==> src/dac_path_pkg.sv <==
// Shared constants and types for the dual converter input latch path
package dac_path_pkg;

   // ***********************************************************
   // Widths and reset values
   // ***********************************************************
   localparam int         DATA_W     = 12;
   localparam logic [11:0] CODE_RESET = 12'h000;

   // ***********************************************************
   // Timing, clock period 5 ns
   // ***********************************************************
   localparam int CLK_PERIOD_PS = 5000;
   // Recovery from sleep, rounded up to whole cycles
   localparam int WAKE_US       = 5;
   localparam int WAKE_CYCLES   = (WAKE_US * 1000000 + CLK_PERIOD_PS - 1) / CLK_PERIOD_PS;
   localparam int WAKE_CNT_W    = 10;
   localparam logic [9:0] WAKE_LAST = 10'(WAKE_CYCLES - 1);
   localparam logic [9:0] WAKE_ZERO = 10'h000;
   // Source holds the divider phase reset this long after reset or a change to interleaved mode
   localparam logic [2:0] PHASE_RESET_HOLD = 3'h4;
   localparam logic [2:0] HOLD_ZERO        = 3'h0;

   // ***********************************************************
   // State types
   // ***********************************************************
   typedef enum logic [1:0] {PWR_ON, PWR_SLEEP, PWR_WAKE} pwr_e;

   typedef enum logic [2:0] {
      SRC_PHASE_RESET,
      SRC_IDLE,
      SRC_SETUP_A,
      SRC_EDGE_A,
      SRC_GAP,
      SRC_SETUP_B,
      SRC_EDGE_B
   } src_e;

endpackage : dac_path_pkg

==> src/dac_link_if.sv <==
// Pin bundle between the data source and the dual converter input path
interface dac_link_if;
   logic        modeDual;
   logic        ch1WriteStrobe;
   logic        ch2WriteStrobe;
   logic        ch1UpdateClock;
   logic        ch2UpdateClock;
   logic [11:0] ch1Data;
   logic [11:0] ch2Data;
   logic        powerDown;

   modport device (
      input modeDual,
      input ch1WriteStrobe,
      input ch2WriteStrobe,
      input ch1UpdateClock,
      input ch2UpdateClock,
      input ch1Data,
      input ch2Data,
      input powerDown
   );

   modport source (
      output modeDual,
      output ch1WriteStrobe,
      output ch2WriteStrobe,
      output ch1UpdateClock,
      output ch2UpdateClock,
      output ch1Data,
      output ch2Data,
      output powerDown
   );
endinterface : dac_link_if

==> src/pin_sync.sv <==
// Two-flop pin synchroniser with a rising-edge pulse on bit 0
module pin_sync #(
   parameter int WIDTH = 1
) (
   input  wire logic             clk,
   input  wire logic             rstn,
   input  wire logic [WIDTH-1:0] pin,
   output logic      [WIDTH-1:0] level,
   output logic                  rise
);

   logic [WIDTH-1:0] meta;
   logic [WIDTH-1:0] next_meta;
   logic [WIDTH-1:0] next_level;
   logic             lastBit;
   logic             next_lastBit;
   logic             next_rise;

   // Only the second stage is looked at; the first may be metastable
   always_comb
   begin
      next_meta    = pin;
      next_level   = meta;
      next_lastBit = level[0];
      next_rise    = level[0] & ~lastBit;
   end

   always_ff @(posedge clk or negedge rstn)
   begin
      if (!rstn)
      begin
         meta    <= '0;
         level   <= '0;
         lastBit <= 1'b0;
         rise    <= 1'b0;
      end
      else
      begin
         meta    <= next_meta;
         level   <= next_level;
         lastBit <= next_lastBit;
         rise    <= next_rise;
      end
   end

endmodule : pin_sync

==> src/dac_input_path.sv <==
// Device end: double-buffered input latches, mode steering and sleep control
//
// Contract
// - Input latch first, converter latch drives output
// - Latches load on strobe and clock rising edges
// - Update clock no later than strobe, else 2ns
// - Mode low selects interleaved pin functions
// - Interleaved: capture shared port on strobe rise
// - Steer select 1 to latch one, 0 two
// - Steer select changes only while both low
// - Phase reset high blocks all converter updates
// - First edge after phase reset loads both
// - Interleaved update clock divided by two
// - Shared clock edge not after shared strobe
// - Power-down high: outputs off, 5us recovery
// - Undriven power-down means converting
// - Source changes data near falling edge
// - Mode high: two independent channels
// - Twelve-bit straight binary, msb highest bit
// - Dual mode: update on every own clock
module dac_input_path (
   input  wire logic        clk,
   input  wire logic        rstn,
   dac_link_if.device       link,
   output logic [11:0]      dac1Code,
   output logic [11:0]      dac2Code,
   output logic             outputOn,
   output logic             sleeping
);

   // ***********************************************************
   // Pin synchronisers
   // ***********************************************************
   logic [3:0]  ctlPin;
   logic [3:0]  ctlLevel;
   logic [3:0]  ctlRise;
   logic [11:0] data1;
   logic [11:0] data2;
   logic        modeDual;
   logic        pdLevel;

   // Strobes and clocks share one synchroniser shape with data; their rise pulse comes one cycle after the data level
   assign ctlPin = {link.ch2UpdateClock, link.ch1UpdateClock,
                    link.ch2WriteStrobe, link.ch1WriteStrobe};

   genvar g;
   generate
      for (g = 0; g < 4; g++)
      begin : g_ctl
         pin_sync #(.WIDTH(1)) u_sync (
            .clk   (clk),
            .rstn  (rstn),
            .pin   (ctlPin[g]),
            .level (ctlLevel[g]),
            .rise  (ctlRise[g])
         );
      end
   endgenerate

   // Data words, straight binary with bit 11 as msb
   pin_sync #(.WIDTH(dac_path_pkg::DATA_W)) u_data1 (
      .clk   (clk),
      .rstn  (rstn),
      .pin   (link.ch1Data),
      .level (data1),
      .rise  ()
   );

   pin_sync #(.WIDTH(dac_path_pkg::DATA_W)) u_data2 (
      .clk   (clk),
      .rstn  (rstn),
      .pin   (link.ch2Data),
      .level (data2),
      .rise  ()
   );

   pin_sync #(.WIDTH(1)) u_mode (
      .clk   (clk),
      .rstn  (rstn),
      .pin   (link.modeDual),
      .level (modeDual),
      .rise  ()
   );

   pin_sync #(.WIDTH(1)) u_pd (
      .clk   (clk),
      .rstn  (rstn),
      .pin   (link.powerDown),
      .level (pdLevel),
      .rise  ()
   );

   // ***********************************************************
   // Pin role decode
   // ***********************************************************
   logic write1;
   logic write2;
   logic steer;
   logic phaseReset;
   logic sharedWrite;
   logic sharedClock;
   logic update1Dual;
   logic update2Dual;

   // In interleaved mode the channel two pins change meaning
   assign sharedWrite = ~modeDual & ctlRise[0];
   assign steer       = ctlLevel[1];
   assign sharedClock = ~modeDual & ctlRise[2];
   assign phaseReset  = ~modeDual & ctlLevel[3];
   // Steer is sampled with the strobe edge; the source keeps it still meanwhile
   assign write1 = modeDual ? ctlRise[0] : (sharedWrite & steer);
   assign write2 = modeDual ? ctlRise[1] : (sharedWrite & ~steer);
   assign update1Dual = modeDual & ctlRise[2];
   assign update2Dual = modeDual & ctlRise[3];

   // ***********************************************************
   // Channel and converter latches
   // ***********************************************************
   logic [11:0] chLatch1;
   logic [11:0] chLatch2;
   logic [11:0] next_chLatch1;
   logic [11:0] next_chLatch2;
   logic [11:0] next_dac1Code;
   logic [11:0] next_dac2Code;
   logic        divPhase;
   logic        next_divPhase;
   logic        iqUpdate;

   // A shared clock edge loads both only on the even phase of the divider
   assign iqUpdate = sharedClock & ~phaseReset & ~divPhase;

   // Converter loads use the old channel latch, so a clock edge coincident
   // with a strobe edge takes the previous word, as the source expects
   always_comb
   begin
      next_chLatch1 = chLatch1;
      next_chLatch2 = chLatch2;
      next_dac1Code = dac1Code;
      next_dac2Code = dac2Code;
      next_divPhase = divPhase;
      if (write1)
      begin
         next_chLatch1 = modeDual ? data1 : data1;
      end
      if (write2)
      begin
         next_chLatch2 = modeDual ? data2 : data1;
      end
      if (update1Dual || iqUpdate)
      begin
         next_dac1Code = chLatch1;
      end
      if (update2Dual || iqUpdate)
      begin
         next_dac2Code = chLatch2;
      end
      if (phaseReset || modeDual)
      begin
         next_divPhase = 1'b0;
      end
      else if (sharedClock)
      begin
         next_divPhase = ~divPhase;
      end
   end

   always_ff @(posedge clk or negedge rstn)
   begin
      if (!rstn)
      begin
         chLatch1 <= dac_path_pkg::CODE_RESET;
         chLatch2 <= dac_path_pkg::CODE_RESET;
         dac1Code <= dac_path_pkg::CODE_RESET;
         dac2Code <= dac_path_pkg::CODE_RESET;
         divPhase <= 1'b0;
      end
      else
      begin
         chLatch1 <= next_chLatch1;
         chLatch2 <= next_chLatch2;
         dac1Code <= next_dac1Code;
         dac2Code <= next_dac2Code;
         divPhase <= next_divPhase;
      end
   end

   // ***********************************************************
   // Sleep control
   // ***********************************************************
   dac_path_pkg::pwr_e pwrState;
   dac_path_pkg::pwr_e next_pwrState;
   logic [9:0]         wakeCnt;
   logic [9:0]         next_wakeCnt;
   logic               next_outputOn;
   logic               next_sleeping;

   // Entry takes three cycles after the pin, well under 50 ns; a low pin
   // (including an undriven one pulled low outside) keeps the outputs on
   always_comb
   begin
      next_pwrState = pwrState;
      next_wakeCnt  = wakeCnt;
      unique case (pwrState)
         dac_path_pkg::PWR_ON:
         begin
            if (pdLevel)
            begin
               next_pwrState = dac_path_pkg::PWR_SLEEP;
            end
         end
         dac_path_pkg::PWR_SLEEP:
         begin
            if (!pdLevel)
            begin
               next_pwrState = dac_path_pkg::PWR_WAKE;
               next_wakeCnt  = dac_path_pkg::WAKE_ZERO;
            end
         end
         dac_path_pkg::PWR_WAKE:
         begin
            if (pdLevel)
            begin
               next_pwrState = dac_path_pkg::PWR_SLEEP;
            end
            else if (wakeCnt == dac_path_pkg::WAKE_LAST)
            begin
               next_pwrState = dac_path_pkg::PWR_ON;
            end
            else
            begin
               next_wakeCnt = wakeCnt + 10'h001;
            end
         end
      endcase
      next_outputOn = (next_pwrState == dac_path_pkg::PWR_ON);
      next_sleeping = (next_pwrState == dac_path_pkg::PWR_SLEEP);
   end

   always_ff @(posedge clk or negedge rstn)
   begin
      if (!rstn)
      begin
         pwrState <= dac_path_pkg::PWR_ON;
         wakeCnt  <= dac_path_pkg::WAKE_ZERO;
         outputOn <= 1'b1;
         sleeping <= 1'b0;
      end
      else
      begin
         pwrState <= next_pwrState;
         wakeCnt  <= next_wakeCnt;
         outputOn <= next_outputOn;
         sleeping <= next_sleeping;
      end
   end

endmodule : dac_input_path

==> src/flat_wrapper.sv <==
// flat-port wrapper written by rule: the top's interface ports become plain ports
module dac_input_path_flat 
  (clk, rstn, dac1Code, dac2Code, outputOn, sleeping, link_modeDual, link_ch1WriteStrobe, link_ch2WriteStrobe, link_ch1UpdateClock, link_ch2UpdateClock, link_ch1Data, link_ch2Data, link_powerDown);
  dac_link_if link_i ();
  input  wire logic clk;
  input  wire logic rstn;
  output logic [11:0] dac1Code;
  output logic [11:0] dac2Code;
  output logic outputOn;
  output logic sleeping;
  input wire logic [$bits(link_i.modeDual)-1:0] link_modeDual;
  input wire logic [$bits(link_i.ch1WriteStrobe)-1:0] link_ch1WriteStrobe;
  input wire logic [$bits(link_i.ch2WriteStrobe)-1:0] link_ch2WriteStrobe;
  input wire logic [$bits(link_i.ch1UpdateClock)-1:0] link_ch1UpdateClock;
  input wire logic [$bits(link_i.ch2UpdateClock)-1:0] link_ch2UpdateClock;
  input wire logic [$bits(link_i.ch1Data)-1:0] link_ch1Data;
  input wire logic [$bits(link_i.ch2Data)-1:0] link_ch2Data;
  input wire logic [$bits(link_i.powerDown)-1:0] link_powerDown;
  assign link_i.modeDual = link_modeDual;
  assign link_i.ch1WriteStrobe = link_ch1WriteStrobe;
  assign link_i.ch2WriteStrobe = link_ch2WriteStrobe;
  assign link_i.ch1UpdateClock = link_ch1UpdateClock;
  assign link_i.ch2UpdateClock = link_ch2UpdateClock;
  assign link_i.ch1Data = link_ch1Data;
  assign link_i.ch2Data = link_ch2Data;
  assign link_i.powerDown = link_powerDown;
  dac_input_path u_core (.clk(clk), .rstn(rstn), .link(link_i), .dac1Code(dac1Code), .dac2Code(dac2Code), .outputOn(outputOn), .sleeping(sleeping));
endmodule
==> config.mk <==
export PLATFORM = sky130hd
export DESIGN_NAME = dac_input_path_flat
export DESIGN_NICKNAME = d
export VERILOG_FILES = /design/src/dac_path_pkg.sv /design/src/dac_link_if.sv /design/src/pin_sync.sv /design/src/dac_input_path.sv /design/src/flat_wrapper.sv
export SDC_FILE = /design/constraint.sdc
export NUM_CORES = 1
export LEC_CHECK = 0
export ABC_AREA = 0
export BUFFER_PORTS_ARGS = -buffer_cell sky130_fd_sc_hd__buf_2
export CAP_MARGIN = 20
export CORE_AREA = 2 2 93 95
export DETAILED_ROUTE_END_ITERATION = 10
export DIE_AREA = 0 0 95 97
export PLACE_DENSITY = 0.76
export SYNTH_ARGS = -nofsm -noshare
export SYNTH_HDL_FRONTEND = slang
export SYNTH_SLANG_ARGS = --single-unit
==> constraint.sdc <==
create_clock -name clk -period 2.4 [get_ports clk]
set_input_delay 0.6 -clock clk [delete_from_list [all_inputs] [get_ports clk]]
set_output_delay 0.6 -clock clk [all_outputs]
set_load 0.05 [all_outputs]
; Word-level counts from Yosys, hierarchy flattened
; Cells that the tools add are included.
[word_totals]
regBits = 131
input_bits = 32
word_cells = 84
[classes]
add_sub_neg = 1
n_eq_ne = 7
mux = 14
n_bitwise = 21
reduce_logical = 8
[ops]
columns = op, count
row1 = $mux W10, 3
row2 = $pmux W10 S2, 1
row3 = $and A1 B1 Y1, 13
row4 = $mux W12, 1
row5 = $add A10 B1 Y10 const B, 1
row6 = $eq A10 B10 Y1 const B, 1
row7 = $mux W2, 4
row8 = $not A1 Y1, 8
row9 = $ne A2 B2 Y1 const B, 3
row10 = $pmux W2 S3, 1
row11 = $eq A2 B1 Y1 const B, 2
row12 = $logic_not A2 Y1, 2
row13 = $mux W1, 4
row14 = $reduce_and A4 Y1, 1
row15 = $reduce_bool A2 Y1, 2
row16 = $logic_or A1 B1 Y1, 3
row17 = $eq A2 B2 Y1 const B, 1

; Logic depth before layout (Yosys ltp)
[logic_depth]
ltp_word = 6
depth_mapped = 6
mapped_depth_nobuf = 6

; Hierarchy
; A second synthesis with hierarchy kept.
[hier_totals]
cells_unflattened = 302
hier_area_um2 = 4777.1
[modules_own_cells]
columns = module, instances, cells_per_inst, area_per_inst_um2
row1 = dac_input_path, 1, 218, 2765.2
row2 = pin_sync (u_core.u_data1 ...), 2, 27, 664.4
row3 = pin_sync (u_core.g_ctl[0].u_sync ...), 6, 5, 113.9

; Worst setup path after synthesis
; Ideal clock, no wire load.
[synth_path]
kind = reg-to-reg
startpoint = register u_core.wakeCnt[0]
endpoint = register u_core.wakeCnt[0]
setup_ps = 124
t_arrival_ps = 1534
t_required_ps = 2276
slack_ps = 741
path_stages_with_launch = 7
n_path_buf = 1
synth_period_minus_slack_ps = 1659
cell_sequence = dfrtp_1 ha_1 nand2_2 or3_1 buf_6 and3b_1 a211o_1
[synth_between]
elab_chain_cells = 4
elab_cells_between_ends = 7
cone_classes = add/sub (1) / eq/ne (2) / mux (3) / reduce/logical (1)
[synth_lines]
columns = element, line_no
row1 = from (decl), dac_input_path.sv:192  ; logic [9:0] wakeCnt;
row2 = from (signal assigned), dac_input_path.sv:244  ; wakeCnt <= dac_path_pkg::WAKE_ZERO;
row3 = from (signal assigned), dac_input_path.sv:251  ; wakeCnt <= next_wakeCnt;
row4 = $add A10 B1 Y10, dac_input_path.sv:231  ; next_wakeCnt = wakeCnt + 10'h001;
row5 = $mux W10, dac_input_path.sv:225  ; else if (wakeCnt == dac_path_pkg::WAKE_LAST)
row6 = $mux W10, dac_input_path.sv:221  ; if (pdLevel)
row7 = $pmux W10 S2, dac_input_path.sv:203  ; unique case (pwrState)
; Several ways; a longest one is shown, not always the timed one. The select of a mux whose other input is x is not followed.
; A chain may end at the register's enable or synchronous reset.

; Worst setup path after layout
[layout_path]
startpoint = register u_core.pwrState[0]
endpoint = register u_core.wakeCnt[9]
[layout_between]
elab_chain_cells = 3
elab_cells_between_ends = 8
cone_classes = eq/ne (5) / mux (1) / reduce/logical (2)
[layout_lines]
columns = element, line_no
row1 = from (decl), dac_input_path.sv:190  ; dac_path_pkg::pwr_e pwrState;
row2 = from (signal assigned), dac_input_path.sv:243  ; pwrState <= dac_path_pkg::PWR_ON;
row3 = from (signal assigned), dac_input_path.sv:250  ; pwrState <= next_pwrState;
row4 = $eq A2 B2 Y1 or $eq A2 B1 Y1 (tied branches), dac_input_path.sv:203
row5 = $ne A2 B2 Y1 (no source line) or $reduce_bool A2 Y1 (tied branches), -
row6 = $reduce_and A4 Y1 (no source line), -
; Several ways; a longest one is shown, not always the timed one.

==> results.sh <==
export IMPL_final_util=0.6817
export IMPL_synthFlopType="dfrtp_1"
export IMPL_critPathMaxFanout=14
export IMPL_synth_top_area_frac=0.7287
export IMPL_cts_tree="built"
export IMPL_nets=400
export IMPL_coreArea_mm2=0.008134
export IMPL_ys_warn_count=0
export IMPL_io_buffers=57
export IMPL_die_area_mm2=0.009215
export IMPL_grt_pass1_wl_um=12900
export IMPL_via_per_inst=5.209
export IMPL_grt_max_degree=51
export IMPL_gp_congestion=0.7748
export IMPL_total_power_uw=6629
export IMPL_setup_tns_ns=0
export IMPL_die_h_um=97
export IMPL_crit_arrival_ns=2.38
export IMPL_synthToLayoutAreaGrowth_pct=24.22
export IMPL_post_route_min_period_ns=2.001
export IMPL_route_detailed_drc=0
export IMPL_post_synth_top_area_cell="dfrtp_1"
export IMPL_io_pins=58
export IMPL_hold_buffers=0
export IMPL_antenna_cells=0
export IMPL_grt_pass1_vias=2688
export IMPL_ant_nets=0
export IMPL_worst_ir_drop_vdd_v=0.0008081
export IMPL_h_tree_depth=4
export IMPL_crit_required_ns=2.77
export IMPL_synth_area_leaders="dfrtp_1 (73%), mux2_2 (9.6%), mux2i_1 (2.9%)"
export IMPL_ys_ff_latch=131
export IMPL_yosysSeqAreaShare=0.7346
export IMPL_p_per_area_mw_per_mm2=1195
export IMPL_worst_setup_path_end_kind="register"
export IMPL_fillers=560
export IMPL_relSlewSlack=0.3839
export IMPL_die_w_um=95
export IMPL_outcome="completed"
export IMPL_syn_avg_cell_area_um2=15.34
export IMPL_synth_compound_area_frac=0.04260
export IMPL_skew_ns=0.007747
export IMPL_clk_pin_slew_ns=0.06
export IMPL_finalNonFillerCells=483
export IMPL_synth_edf_count=0
export IMPL_drt_initial_drc_count=81
export IMPL_period_share=0.8336
export IMPL_rsz0062_at_grt="false"
export IMPL_synthMuxAreaShare=0.1250
export IMPL_track_usage=0.1892
export IMPL_finalHoldViolations=0
export IMPL_start_util=0.5488
export IMPL_register_area_mm2=0.003279
export IMPL_dr_pass1_iters=4
export IMPL_async_flop_share=1.000
export IMPL_placedCellCount=451
export IMPL_synth_adder_area_share=0.008408
export IMPL_synth_xor_xnor_area_share=0.01177
export IMPL_setup_viol=0
export IMPL_antenna_found_initial=0
export IMPL_min_path_type="primary input to async pin"
export IMPL_yosysUniqueCellTypes=35
export IMPL_dp_hpwl_um=4893
export IMPL_drt_wirelength_per_cell_um=16.27
export IMPL_leakage_uw=0.002609
export IMPL_synth_top_family_by_area="multiplexers"
export IMPL_drive_gt1_frac=0.3704
export IMPL_worstMarginPinSlew_ns=0.9242
export IMPL_cts_buffers=17
export IMPL_syn_inst=291
export IMPL_hold_ws_ns=0.04329
export IMPL_start_kind="register"
export IMPL_criticalPathCategory="register to register"
export IMPL_root_buffer="clkbuf_8"
export IMPL_gr_total_overflow=0
export IMPL_num_vias=2516
export IMPL_multi_input_area_mm2=0.001122
export IMPL_cap_violations=0
export IMPL_clock_latency_ns=0.51
export IMPL_clkSinkCount=131
export IMPL_cts_resized=0
export IMPL_yosys_area_share_simple=0.06278
export IMPL_post_cts_buffers=0
export IMPL_netlist_area_mm2=0.004464
export IMPL_routed_wl_um=7858
export IMPL_clk_path_buf_depth=2
export IMPL_syn_nets=326
export IMPL_max_clock_freq_mhz=499.8
export IMPL_rows=33
export IMPL_drv_slew=0
==> area by class of cell <==
cell class              instances  area share
clock buffers                  18     0.07536
clock inverters                14     0.03791
inverters                       3    0.002031
multi-input cells             147      0.2024
flip-flops and latches        131      0.5914
well taps                     105     0.02369
repair buffers                 65     0.06724
==> critical path, stage by stage, from the launching register on <==
cell and delay, ns:
dfrtp_1 0.39, inv_1 0.09, ha_1 0.44, o21ai_0 0.28, nor4_1 0.42, xnor2_1 0.18, nor2_1 0.06
==> cells in the final DEF (no fill, tap or decap), types with 7 or more instances in the layout <==
cell type and instances:
buf_2 56, buf_4 7, clkbuf_16 16, dfrtp_1 130, mux2_2 38, mux2i_1 13, nand2_1 18, nand3_1 7
nor2_1 10, o21ai_0 18
==> stage by stage <==
stage	instance area (um^2)	worst slack (ns)
global route	5545	0.2085
floorplan	4464	0.7415
detailed placement	4917	0.4585
global placement	4917	0.5920
CTS	5545	0.3974
finish	5545	0.3993
==> logic make-up after synthesis <==
logic type / Yosys count
adders and majority gates: 3
xor gates and xnor gates: 6
DFF: 131
muxes: 51
buffers and inverters: 13
and+or+nand+nor: 55
AOI/OAI and AO/OA: 32
==> final timing paths <==
path,slack (ns),depth (start not counted),end,from
max,0.40,6,u_core.wakeCnt[9]$_DFFE_PN0P_,u_core.pwrState[0]$_DFF_PN0_
min,0.04,1,u_core.dac2Code[0]$_DFFE_PN0P_,rstn
max reg2reg,0.40,6,u_core.wakeCnt[9]$_DFFE_PN0P_,u_core.pwrState[0]$_DFF_PN0_
min reg2reg,0.35,0,u_core.u_data2.level[2]$_DFF_PN0_,u_core.u_data2.meta[2]$_DFF_PN0_
max in group asynchronous,1.69,2,u_core.outputOn$_DFF_PN1_,rstn
min in group clk,0.19,1,u_core.u_data2.meta[10]$_DFF_PN0_,link_ch2Data[10]
==> cell usage after synthesis, types with 2 or more instances <==
master	count
a21oi_1	3
a22o_1	2
a31o_2	2
buf_2	5
clkbuf_1	3
dfrtp_1	130
ha_1	3
inv_1	3
mux2_2	38
mux2i_1	13
nand2_1	18
nand3_1	7
nand3b_1	2
nor2_1	10
nor2b_1	5
nor3_1	2
nor3b_1	2
nor4_1	3
o21ai_0	20
xnor2_1	5
==> registers in the layout, indices dropped and copies added, names as in the netlist, 10 cells and up <==
signal / flops
u_core.wakeCnt: 10
u_core.u_data2.level: 12
u_core.chLatch2: 12
u_core.u_data1.level: 12
u_core.chLatch1: 12
u_core.dac2Code: 12
u_core.u_data1.meta: 12
u_core.dac1Code: 12
u_core.u_data2.meta: 12
==> power by group <==
| group | leakage, uW | switching, uW | internal [uW] |
|---|---|---|---|
| logic | 0.000728 | 856 | 387 |
| clock network | 0.000301 | 917 | 1790 |
| registers | 0.00158 | 162 | 2520 |
==> layer usage <==
metal / track usage / wire length (um)
met2: 0.3077 / 4079
met3: 0.06153 / 311
met5: 0 / 0
met1: 0.2370 / 3351
met4: 0.06800 / 115
Note: power is estimated with default switching activity, not from simulation.
